## src/scp_consts.svh

```systemverilog
`ifndef SCP_CONSTS_SVH
`define SCP_CONSTS_SVH

// register indices; byte address is four times the index
`define SCP_IDX_INT_CTL 16'hFE0A
`define SCP_IDX_EXT_CTL 16'hFE0B
`define SCP_IDX_AUX_DIR 16'hFE0C
`define SCP_IDX_MODE 16'hFE0E

// reset values
`define SCP_RST_INT_CTL 8'h00
`define SCP_RST_EXT_CTL 8'h00
`define SCP_RST_AUX_DIR 8'h00
`define SCP_RST_MODE 8'h00

// internal card pin control fields
`define SCP_INT_C8 3
`define SCP_INT_C4 2
`define SCP_INT_CLK_LVL 1
`define SCP_INT_CLK_STOP 0

// external card pin control fields
`define SCP_EXT_IO 5
`define SCP_EXT_IO_DIR 4
`define SCP_EXT_CLK_LVL 1
`define SCP_EXT_CLK_STOP 0

// aux contact direction fields, 1 = input
`define SCP_DIR_C8 3
`define SCP_DIR_C4 2

// mode fields
`define SCP_MODE_BYPASS 0
`define SCP_MODE_INT_SYNC 1
`define SCP_MODE_EXT_SYNC 2

// bit-period half count in ref_clk cycles
`define SCP_CLK_HALF 14

// axi responses
`define SCP_RESP_OKAY 2'h0
`define SCP_RESP_DECERR 2'h3

`endif

```

## src/scp_pkg.sv

```systemverilog
package scp_pkg;
  typedef logic [15:0] scp_idx_t;
  typedef logic [7:0] scp_byte_t;
  typedef logic [1:0] scp_resp_t;

  typedef struct packed {
    logic awTaken;
    scp_idx_t awIdx;
    logic wTaken;
    scp_byte_t wData;
    logic wLane0;
    logic bValid;
    scp_resp_t bResp;
    logic rValid;
    logic [31:0] rData;
    scp_resp_t rResp;
    scp_byte_t intCtl;
    scp_byte_t extCtl;
    scp_byte_t auxDir;
    scp_byte_t mode;
    logic extSample;
    logic extIoOut;
    logic extIoOe;
    logic c4Out;
    logic c4Oe;
    logic c8Out;
    logic c8Oe;
  } scp_regs_s;

  typedef struct packed {
    logic [15:0] cnt;
    logic phase;
    logic clkOut;
    logic rise;
  } scp_clkgen_s;
endpackage

```

## src/scp_sync.sv

```systemverilog
`timescale 1ns/10ps
module scp_sync #(
  parameter int W = 1
) (
  // clock and reset
  input wire logic ref_clk,
  input wire logic resetn,
  // async in, synced out
  input wire logic [W-1:0] asyncIn,
  output logic [W-1:0] syncOut
);
  import scp_pkg::*;

  typedef struct packed {
    logic [W-1:0] s1;
    logic [W-1:0] s2;
  } scp_sync_s;

  scp_sync_s st_reg;
  scp_sync_s st_next;

  if (W < 1) begin : g_bad_w
    $error("scp_sync: W must be at least 1");
  end

  // first stage feeds only the second stage
  always_comb begin
    st_next = st_reg;
    st_next.s1 = asyncIn;
    st_next.s2 = st_reg.s1;
  end

  always_ff @(posedge ref_clk) begin
    if (!resetn) begin
      st_reg <= '0;
    end else begin
      st_reg <= st_next;
    end
  end

  assign syncOut = st_reg.s2;
endmodule

```

## src/scp_clkgen.sv

```systemverilog
`timescale 1ns/10ps
`include "scp_consts.svh"
module scp_clkgen #(
  parameter int CLK_HALF = `SCP_CLK_HALF
) (
  // clock and reset
  input wire logic ref_clk,
  input wire logic resetn,
  // control
  input wire logic bypass,
  input wire logic clkStop,
  input wire logic idleLevel,
  // card clock
  output logic cardClk,
  output logic cardClkRise
);
  import scp_pkg::*;

  localparam logic [15:0] HALF_LAST = 16'(CLK_HALF - 1);

  if (CLK_HALF < 1 || CLK_HALF > 65536) begin : g_bad_half
    $error("scp_clkgen: CLK_HALF out of range");
  end

  scp_clkgen_s st_reg;
  scp_clkgen_s st_next;

  always_comb begin
    st_next = st_reg;
    // bit-period counter keeps running so a restart is phase-continuous
    if (st_reg.cnt == HALF_LAST) begin
      st_next.cnt = 16'h0000;
      st_next.phase = ~st_reg.phase;
    end else begin
      st_next.cnt = st_reg.cnt + 16'h0001;
    end
    if (bypass) begin
      st_next.clkOut = idleLevel;
    end else if (clkStop) begin
      st_next.clkOut = idleLevel;
    end else begin
      st_next.clkOut = st_next.phase;
    end
    st_next.rise = st_next.clkOut & ~st_reg.clkOut;
  end

  always_ff @(posedge ref_clk) begin
    if (!resetn) begin
      st_reg <= '0;
    end else begin
      st_reg <= st_next;
    end
  end

  assign cardClk = st_reg.clkOut;
  assign cardClkRise = st_reg.rise;
endmodule

```

## src/scp_pin_ctl.sv

```systemverilog
// Contract
// - output-configured aux contact drives its last written control bit
// - output aux contact reads back the stored register value
// - input aux contact reads back the pin level
// - writes to an input aux contact are stored but not driven
// - stopped internal card clock sits at the idle level bit
// - bypass drives internal card clock straight from the idle level bit
// - external io input direction reads back the pin level
// - external io output direction drives the written data bit
// - external io data and direction act only in bypass or sync
// - sync mode samples io on each external clock rising edge
// - external io direction bit: 1 input, 0 output
// - stopped external card clock sits at its idle level bit
// - bypass drives external card clock from its idle level bit
// - external stop bit: 0 enabled, 1 disabled at idle level
// - external stop bit does nothing in bypass
// - external control register at index FE0B, resets to zero
// - internal sync routes aux contacts to bits, clock from counter
// - external sync routes io to bits, clock from counter
// - separate direction bits for C8 and C4: 1 input, 0 output
//
// Our own choice: the AXI4-Lite interface to the registers.
`timescale 1ns/10ps
`include "scp_consts.svh"
module scp_pin_ctl #(
  parameter int ADDR_W = 18,
  parameter int CLK_HALF = `SCP_CLK_HALF
) (
  // clock and reset
  input wire logic ref_clk,
  input wire logic resetn,
  // axi4-lite write address
  input wire logic awvalid,
  output logic awready,
  input wire logic [ADDR_W-1:0] awaddr,
  input wire logic [2:0] awprot,
  // axi4-lite write data
  input wire logic wvalid,
  output logic wready,
  input wire logic [31:0] wdata,
  input wire logic [3:0] wstrb,
  // axi4-lite write response
  output logic bvalid,
  input wire logic bready,
  output scp_pkg::scp_resp_t bresp,
  // axi4-lite read address
  input wire logic arvalid,
  output logic arready,
  input wire logic [ADDR_W-1:0] araddr,
  input wire logic [2:0] arprot,
  // axi4-lite read data
  input wire logic rvalid_unused_n,
  output logic rvalid,
  input wire logic rready,
  output logic [31:0] rdata,
  output scp_pkg::scp_resp_t rresp,
  // internal card aux contacts C4 and C8
  input wire logic c4In,
  output logic c4Out,
  output logic c4Oe,
  input wire logic c8In,
  output logic c8Out,
  output logic c8Oe,
  // internal card clock
  output logic intCardClk,
  // external card io and clock
  input wire logic extIoIn,
  output logic extIoOut,
  output logic extIoOe,
  output logic extCardClk
);
  import scp_pkg::*;

  if (ADDR_W < 18 || ADDR_W > 32) begin : g_bad_addr
    $error("scp_pin_ctl: ADDR_W must be 18 to 32");
  end

  scp_regs_s st_reg;
  scp_regs_s st_next;
  // a literal cannot be bit-selected, so the reset direction gets a name
  localparam scp_byte_t AUX_DIR_RST = `SCP_RST_AUX_DIR;

  logic [2:0] pinSync;
  logic c4Pin;
  logic c8Pin;
  logic extIoPin;
  logic extClkRise;

  function automatic logic isMapped(input scp_idx_t idx);
    isMapped = (idx == `SCP_IDX_INT_CTL) || (idx == `SCP_IDX_EXT_CTL) ||
               (idx == `SCP_IDX_AUX_DIR) || (idx == `SCP_IDX_MODE);
  endfunction

  // pins pass two flops; the read is thus two cycles behind the pin
  scp_sync #(
    .W(3)
  ) u_sync (
    .ref_clk(ref_clk),
    .resetn(resetn),
    .asyncIn({extIoIn, c8In, c4In}),
    .syncOut(pinSync)
  );
  assign c4Pin = pinSync[0];
  assign c8Pin = pinSync[1];
  assign extIoPin = pinSync[2];

  scp_clkgen #(
    .CLK_HALF(CLK_HALF)
  ) u_int_clk (
    .ref_clk(ref_clk),
    .resetn(resetn),
    .bypass(st_reg.mode[`SCP_MODE_BYPASS]),
    .clkStop(st_reg.intCtl[`SCP_INT_CLK_STOP]),
    .idleLevel(st_reg.intCtl[`SCP_INT_CLK_LVL]),
    .cardClk(intCardClk),
    .cardClkRise()
  );

  scp_clkgen #(
    .CLK_HALF(CLK_HALF)
  ) u_ext_clk (
    .ref_clk(ref_clk),
    .resetn(resetn),
    .bypass(st_reg.mode[`SCP_MODE_BYPASS]),
    .clkStop(st_reg.extCtl[`SCP_EXT_CLK_STOP]),
    .idleLevel(st_reg.extCtl[`SCP_EXT_CLK_LVL]),
    .cardClk(extCardClk),
    .cardClkRise(extClkRise)
  );

  logic awFire;
  logic wFire;
  logic arFire;
  logic doWrite;
  logic extActive;
  scp_idx_t wrIdx;
  scp_idx_t rdIdx;
  scp_byte_t wrByte;
  logic wrLane0;
  scp_byte_t rdByte;

  // one write outstanding; a new one waits until the response is taken
  assign awready = !st_reg.awTaken && !st_reg.bValid;
  assign wready = !st_reg.wTaken && !st_reg.bValid;
  assign arready = !st_reg.rValid;
  assign awFire = awvalid && awready;
  assign wFire = wvalid && wready;
  assign arFire = arvalid && arready;
  assign wrIdx = awFire ? awaddr[17:2] : st_reg.awIdx;
  assign wrByte = wFire ? wdata[7:0] : st_reg.wData;
  assign wrLane0 = wFire ? wstrb[0] : st_reg.wLane0;
  assign doWrite = (awFire || st_reg.awTaken) && (wFire || st_reg.wTaken);
  assign rdIdx = araddr[17:2];
  assign extActive = st_reg.mode[`SCP_MODE_BYPASS] || st_reg.mode[`SCP_MODE_EXT_SYNC];

  // read mux; unused high bits of each register read as zero
  always_comb begin
    rdByte = 8'h00;
    unique case (rdIdx)
      `SCP_IDX_INT_CTL: begin
        rdByte[`SCP_INT_C8] = st_reg.auxDir[`SCP_DIR_C8] ? c8Pin : st_reg.intCtl[`SCP_INT_C8];
        rdByte[`SCP_INT_C4] = st_reg.auxDir[`SCP_DIR_C4] ? c4Pin : st_reg.intCtl[`SCP_INT_C4];
        rdByte[`SCP_INT_CLK_LVL] = st_reg.intCtl[`SCP_INT_CLK_LVL];
        rdByte[`SCP_INT_CLK_STOP] = st_reg.intCtl[`SCP_INT_CLK_STOP];
      end
      `SCP_IDX_EXT_CTL: begin
        rdByte = st_reg.extCtl;
        if (st_reg.mode[`SCP_MODE_EXT_SYNC]) begin
          rdByte[`SCP_EXT_IO] = st_reg.extSample;
        end else if (st_reg.mode[`SCP_MODE_BYPASS] && st_reg.extCtl[`SCP_EXT_IO_DIR]) begin
          rdByte[`SCP_EXT_IO] = extIoPin;
        end
      end
      `SCP_IDX_AUX_DIR: rdByte = st_reg.auxDir;
      `SCP_IDX_MODE: rdByte = st_reg.mode;
      default: rdByte = 8'h00;
    endcase
  end

  always_comb begin
    st_next = st_reg;
    if (awFire) begin
      st_next.awTaken = 1'b1;
      st_next.awIdx = awaddr[17:2];
    end
    if (wFire) begin
      st_next.wTaken = 1'b1;
      st_next.wData = wdata[7:0];
      st_next.wLane0 = wstrb[0];
    end
    if (st_reg.bValid && bready) begin
      st_next.bValid = 1'b0;
    end
    if (doWrite) begin
      st_next.awTaken = 1'b0;
      st_next.wTaken = 1'b0;
      st_next.bValid = 1'b1;
      st_next.bResp = isMapped(wrIdx) ? `SCP_RESP_OKAY : `SCP_RESP_DECERR;
      if (wrLane0) begin
        unique case (wrIdx)
          // input aux contacts still store the written value
          `SCP_IDX_INT_CTL: st_next.intCtl = wrByte & 8'h0F;
          `SCP_IDX_EXT_CTL: st_next.extCtl = wrByte & 8'h33;
          `SCP_IDX_AUX_DIR: st_next.auxDir = wrByte & 8'h0C;
          `SCP_IDX_MODE: st_next.mode = wrByte & 8'h07;
          default: st_next.mode = st_reg.mode;
        endcase
      end
    end
    if (st_reg.rValid && rready) begin
      st_next.rValid = 1'b0;
    end
    if (arFire) begin
      st_next.rValid = 1'b1;
      st_next.rData = {24'h000000, rdByte};
      st_next.rResp = isMapped(rdIdx) ? `SCP_RESP_OKAY : `SCP_RESP_DECERR;
    end
    // sampled pin takes the latest rising edge of the external clock
    if (st_reg.mode[`SCP_MODE_EXT_SYNC] && extClkRise) begin
      st_next.extSample = extIoPin;
    end
    // pin drivers follow the next register values so they align with them
    st_next.c8Out = st_next.intCtl[`SCP_INT_C8];
    st_next.c8Oe = !st_next.auxDir[`SCP_DIR_C8];
    st_next.c4Out = st_next.intCtl[`SCP_INT_C4];
    st_next.c4Oe = !st_next.auxDir[`SCP_DIR_C4];
    st_next.extIoOut = st_next.extCtl[`SCP_EXT_IO];
    st_next.extIoOe = (st_next.mode[`SCP_MODE_BYPASS] || st_next.mode[`SCP_MODE_EXT_SYNC]) &&
                      !st_next.extCtl[`SCP_EXT_IO_DIR];
  end

  always_ff @(posedge ref_clk) begin
    if (!resetn) begin
      st_reg <= '0;
      st_reg.intCtl <= `SCP_RST_INT_CTL;
      st_reg.extCtl <= `SCP_RST_EXT_CTL;
      st_reg.auxDir <= `SCP_RST_AUX_DIR;
      st_reg.mode <= `SCP_RST_MODE;
      st_reg.c4Oe <= !AUX_DIR_RST[`SCP_DIR_C4];
      st_reg.c8Oe <= !AUX_DIR_RST[`SCP_DIR_C8];
    end else begin
      st_reg <= st_next;
    end
  end

  assign bvalid = st_reg.bValid;
  assign bresp = st_reg.bResp;
  assign rvalid = st_reg.rValid;
  assign rdata = st_reg.rData;
  assign rresp = st_reg.rResp;
  assign c4Out = st_reg.c4Out;
  assign c4Oe = st_reg.c4Oe;
  assign c8Out = st_reg.c8Out;
  assign c8Oe = st_reg.c8Oe;
  assign extIoOut = st_reg.extIoOut;
  assign extIoOe = st_reg.extIoOe;

  // helper: cycles the external clock has held while it should run
  // a restart can land just after a phase flip, so one half plus one is allowed
  localparam int HOLD_MAX = CLK_HALF + 1;
  logic [16:0] extHoldCnt;
  logic extClkPrev;
  always_ff @(posedge ref_clk) begin
    if (!resetn) begin
      extHoldCnt <= 17'h00000;
      extClkPrev <= 1'b0;
    end else begin
      extClkPrev <= extCardClk;
      if (st_reg.mode[`SCP_MODE_BYPASS] || st_reg.extCtl[`SCP_EXT_CLK_STOP] || extCardClk != extClkPrev) begin
        extHoldCnt <= 17'h00000;
      end else begin
        extHoldCnt <= extHoldCnt + 17'h00001;
      end
    end
  end
endmodule

```

## config.mk

```make
export PLATFORM = sky130hd
export DESIGN_NAME = scp_pin_ctl
export DESIGN_NICKNAME = d
export VERILOG_FILES = /design/src/scp_pkg.sv /design/src/scp_sync.sv /design/src/scp_clkgen.sv /design/src/scp_pin_ctl.sv
export VERILOG_INCLUDE_DIRS = /design/src
export SDC_FILE = /design/constraint.sdc
export NUM_CORES = 1
export LEC_CHECK = 0
export ABC_AREA = 1
export BUFFER_PORTS_ARGS = -buffer_cell sky130_fd_sc_hd__buf_4
export CORE_MARGIN = 3
export CORE_UTILIZATION = 52
export DETAILED_ROUTE_END_ITERATION = 10
export PLACE_DENSITY = 0.84
export SYNTH_ARGS = -nofsm -noshare
export SYNTH_HDL_FRONTEND = slang
export SYNTH_SLANG_ARGS = --single-unit
```

## constraint.sdc

```tcl
create_clock -name ref_clk -period 2.3 [get_ports ref_clk]
set_input_delay 0.23 -clock ref_clk [delete_from_list [all_inputs] [get_ports ref_clk]]
set_output_delay 0.23 -clock ref_clk [all_outputs]
set_load 0.02 [all_outputs]
```

* Yosys cells after proc, flatten, opt, wreduce, memory -nomap -nowiden
Cells that the tools add are included.
Word-level totals: output and inout bits 49, bits in registers 102
Operators by class: bitwise logic cells 5, add/sub/neg operators 2, reduce and logical (&&, ||, !) cells 35, multiplexer cells 27, equal/unequal tests 10
Operators by type and width (count):
- equality test 16 bit (second input constant) | 8
- 2-to-1 mux 28 bit | 2
- 2-to-1 mux 35 bit | 1
- adder 16 x 1 -> 16 bit (second input constant) | 2
- equality test 16 x 4 -> 1 bit (second input constant) | 2
- 2-to-1 mux 16 bit | 1
- one-hot mux 4 bit (4 select lines) | 1
- 2-to-1 mux 1 bit | 13
- 2-to-1 mux 6 bit | 2
- logical AND 1 bit | 11
- logical OR 1 bit | 9
- AND reduction 3 bit | 3
- 2-to-1 mux 4 bit | 2
- zero test 1 bit | 7
- 2-to-1 mux 2 bit | 3
- 2-to-1 mux 3 bit | 2
- OR reduction 2 bit | 3
- NOT 1 bit | 4
- nonzero test 2 bit | 2
- AND 1 bit | 1

* Logic depth before layout (Yosys ltp)
depth after elaboration 10, mapped depth 14

* Cells and area by module
From an unflattened synthesis, not the netlist that was laid out.
Second synthesis, totals: cell total of the unflattened synthesis 701, area, all modules 4894.7 µm²
By module, submodules not included:
- scp_pin_ctl | area an instance 2830.2 µm², times used 1, sequential area each 1041.0 µm², cells an instance 421
- scp_clkgen | area an instance 949.7 µm², times used 2, sequential area each 380.4 µm², cells an instance 131
- scp_sync | area an instance 165.2 µm², times used 1, sequential area each 120.1 µm², cells an instance 18

* Worst setup path before layout
No wires, ideal clock.
kind register to register, start register st_reg (netlist bit bvalid), end register st_reg[31] (netlist bit), buffers on the path 0, required time 2.180 ns, cell stages (with the launch flop) 10, setup time 0.120 ns, arrival time 1.724 ns, setup slack 0.456 ns, cell sequence dfxtp_1 nor2_2 nand2_4 inv_4 or2_2 o21ai_2 nor2_4 nand4_2 o21ai_0 a21oi_1
Between the ends: cells in the longest elaborated chain, start to end 6, elaborated cells between the ends (all ways) 13, those cells by class eq/ne: 1; mux: 3; reduce/logical: 9
RTL lines:
- start, declared | line scp_pin_ctl.sv:78 | scp_regs_s st_reg;
- start signal, assigned | line scp_pin_ctl.sv:242 | st_reg <= st_next;
- zero test 1 bit * | line scp_pin_ctl.sv:144 | assign wready = !st_reg.wTaken && !st_reg.bValid;
- logical AND 1 bit * | line scp_pin_ctl.sv:144
- net wready | line scp_pin_ctl.sv:39 | output logic wready,
- logical AND 1 bit * | line scp_pin_ctl.sv:147 | assign wFire = wvalid && wready;
- logical OR 1 bit | line scp_pin_ctl.sv:152 | assign doWrite = (awFire || st_reg.awTaken) && (wFire || st_reg.wTaken);
- logical AND 1 bit | line scp_pin_ctl.sv:152
- AND reduction 3 bit (no line)
The timed path passes the listed nets; every way through them passes the cells marked *. A chain may end at the register's enable or synchronous reset.

* Worst setup path in the final report
start register st_reg (netlist bit bvalid), end register st_reg[17] (netlist bit)
Between the ends: cells in the longest elaborated chain, start to end 8, elaborated cells between the ends (all ways) 15, those cells by class eq/ne: 1; mux: 6; reduce/logical: 8
RTL lines:
- zero test 1 bit * | line scp_pin_ctl.sv:143, scp_pin_ctl.sv:144
- logical AND 1 bit | line scp_pin_ctl.sv:143 | assign awready = !st_reg.awTaken && !st_reg.bValid;
- logical AND 1 bit | line scp_pin_ctl.sv:146 | assign awFire = awvalid && awready;
- 2-to-1 mux 16 bit | line scp_pin_ctl.sv:149 | assign wrIdx = awFire ? awaddr[17:2] : st_reg.awIdx;
- equality test 16 bit | line scp_pin_ctl.sv:200 | unique case (wrIdx)
- 2-to-1 mux 4 bit | line scp_pin_ctl.sv:200
- 2-to-1 mux 28 bit | line scp_pin_ctl.sv:199 | if (wrLane0) begin
- 2-to-1 mux 28 bit * | line scp_pin_ctl.sv:194 | if (doWrite) begin
Mark *: on every way between the ends. The rest lies on a longest branch, timed or not.

==> reports/results.txt <==
Outcome -> finished clean
Maximum vdd drop -> 0.350 mV
Post-cts resize count -> 0
Root buf cell -> clkbuf_8
Tcrit/Tclk final -> 88.1%
Max Cap Viol -> 0
Critical path arrival -> 2.30 ns
Grt total ovfl -> 0
Port bufs -> 71
Horiz. Die Dim -> 101 um
Pre-CTS setup slack -> 0.282 ns
Layout cells sized above 1 -> 20.1%
Vias/cell -> 4.95
FF-to-FF Start -> bvalid
RSZ-0062 raised after global routing -> no
Setup WS post-layout -> 0.273 ns
Largest net degree at the start of global routing -> 23
Multiplexer area fraction after synthesis -> 0.215%
Largest family of logic cells by synthesized area -> simple AND/OR/NAND/NOR gates
CTS Sinks -> 95
Worst-margin pin slew -> 0.617 ns
Critical Path Fanout Max -> 20
Skew-Pair Late Insertion Delay -> 0.37 ns
Post-synthesis register bit count -> 95
Setup TNS -> 0 ns
N_diodes -> 0
Final hold violation count -> 0
Mapped Cells -> 633
Fin. max-slew vios -> 0
DRC Markers -> 0
Leak Pwr -> 2.46 nW
Relative slew slack -> 58.5%
Vias in the first global route -> 3803
Vias -> 3984
Top FF cell, synth -> dfxtp_1
Worst setup SP type -> flip-flop
Pwr/cell area -> 671 nW/um2
Worst min-delay path startpoint -> c8In
Hold-fix buffers, CTS -> 0
DRT antenna net count -> 0
Total global-route track usage -> 19.0%
Initial Util -> 54.9%
Cells after DPL -> 789
Core area -> 8460 um2
Clock slew at reported path FFs -> 0.09 ns
Fillers -> 742
Max reg flops -> 39
Avg WL per Cell -> 11.7 um
Cell Rows -> 33
Finished Layout Cells -> 805
DR top layer -> met4
Fmax -> 493 MHz
I/O Pins -> 138
Compound-gate portion of the synthesized area -> 9.69%
Initial DRC Count -> 130
Post-synth EDFFs -> 0
Maximum root-to-sink buffer count -> 2
Final setup violating endpoints -> 0
First-pass GRT wire length -> 15800 um
CTS tree -> built
Synth Area per Inst -> 7.35 um2
Hold endpoint -> u_sync.st_next[1]
First-pass iteration count of the detailed router -> 4
Post-DP HPWL -> 7110 um
Xor/xnor share of the synthesized area -> 0.942%
Required @ worst endpoint -> 2.57 ns
Met3 WL -> 483 um
Post-synthesis simple-gate area fraction -> 31.8%
Count of cell types in the netlist -> 44
Synth Cell Area -> 4650 um2
H-tree Lvls -> 3
WL final -> 9400 um
Asr flop ratio synth -> 0%
R2R Path End -> st_reg[17]
Post-Synth Adder-Cell Area -> 1.08%
Nets -> 788
FF-to-FF path depth -> 13
Antenna violations before repair -> 0
Hold path cells -> 3
Setup CP Type -> reg -> reg
R2R Setup Slk -> 0.27 ns
Area Growth Syn to Fin -> 13.9%
Worst Setup End Kind -> flip-flop
Clock skew -> 0.0108 ns
Die area -> 10100 um2
Crit path time final -> 2.03 ns
GPL Wtd Cong -> 0.849
Yosys warnings -> 0
Seq/Total Area, Yosys -> 40.9%
Hold Path Class -> in -> reg
Setup Fix Bufs, Post-CTS -> 0
Chip height -> 101 um
Wl on met1 -> 4110 um
Crit path launch -> bvalid
Num CTS Buffers -> 9
Wire length on met2 -> 4580 um
## placed cells by master (no fill, tap or decap), types with 3 or more instances in the layout
master / count
inv_2: 3
nand2_2: 5
nor3_2: 3
o211ai_1: 3
inv_1: 88
nor4_1: 8
nand2_1: 132
conb_1: 26
clkinv_4: 3
xnor2_1: 3
nand3_1: 40
nor2_2: 7
dfxtp_1: 95
or2_2: 10
a21oi_1: 47
nand3_2: 8
nor3_1: 12
clkbuf_8: 9
nor3b_1: 5
ha_1: 4
nor2_1: 45
nand4_1: 10
nand3b_1: 5
o21ai_0: 24
buf_4: 76
nor2_4: 3
## area by class of cell
class	count	area [um2]	area share [%]
multi-input cells	420	2130	40.2
flip-flops and latches	95	1900	35.9
repair buffers	76	571	10.8
inverters	93	352	6.64
well taps	105	131	2.48
clock buffers	9	124	2.34
clock inverters	7	87.6	1.65
## Yosys cell counts, drive strengths merged, types with 2 or more instances
library cell	number	area (um2)
a21oi	48	244
buf	44	338
clkbuf	6	22.5
dfxtp	95	1900
ha	4	50.1
inv	92	348
nand2	139	549
nand3	49	298
nand3b	5	37.5
nand4	11	75.1
nor2	55	246
nor3	15	90.1
nor3b	6	50.1
nor4	9	62.6
o211ai	3	22.5
o21a	2	15.0
o21ai	28	148
or2	10	62.6
xnor2	3	26.3
xor2	2	17.5
## routing by layer
metal	global-route usage (%)	vias up
li1	-	2084
met1	22.1	1795
met2	34.0	85
met3	3.53	20
met4	7.88	0
met5	0	-
## where the power goes
group / switching [mW] / internal [mW] / leakage, nW
sequential: 0.0428 / 1.72 / 0.774
combinational: 0.401 / 0.229 / 1.58
clock: 0.629 / 0.527 / 0.108
## how the worst max path moves through the flow
stage	to	slack (ns)	depth (start not counted)
global placement	st_reg[17]	0.37	13
detailed placement	st_reg[17]	0.28	13
floorplan	st_reg[31]	0.46	9
finish	st_reg[17]	0.27	13
global route	st_reg[31]	0.08	11
CTS	st_reg[17]	0.26	13
## logic make-up (layout without fill, tap and decap cells)
| family | count (synthesis) | in the layout |
|---|---|---|
| and+or+nand+nor | 300 | 300 |
| muxes | 1 | 1 |
| DFF | 95 | 95 |
| buffers and inverters | 143 | 185 |
| AOI/OAI and AO/OA | 84 | 84 |
| adders and majority gates | 4 | 4 |
| xor gates and xnor gates | 5 | 5 |
| other | 1 | 26 |
## through the flow
stage	instance area, um2	hold slack [ns]	power [mW]	util [%]
floorplan	4740	0.328	2.31	-
global placement	5080	0.397	2.41	60.1
detailed placement	5080	0.403	2.44	60.1
CTS	5300	0.0290	3.59	62.6
global route	5300	0.0397	3.74	62.6
finish	5300	0.0446	3.55	62.6
## worst max-delay path, stage by stage (launching register included)
cell and delay (ns):
dfxtp_1 0.37, nor2_4 0.18, buf_4 0.27, nand3_1 0.13, nand2_1 0.09, nand2_1 0.06
nor2_2 0.11, nand2_2 0.11, nor2_4 0.17, nand3_2 0.14, clkinv_1 0.09, nand2_1 0.07
nand3_2 0.10, inv_2 0.03
(Power assumes the default switching activity.)
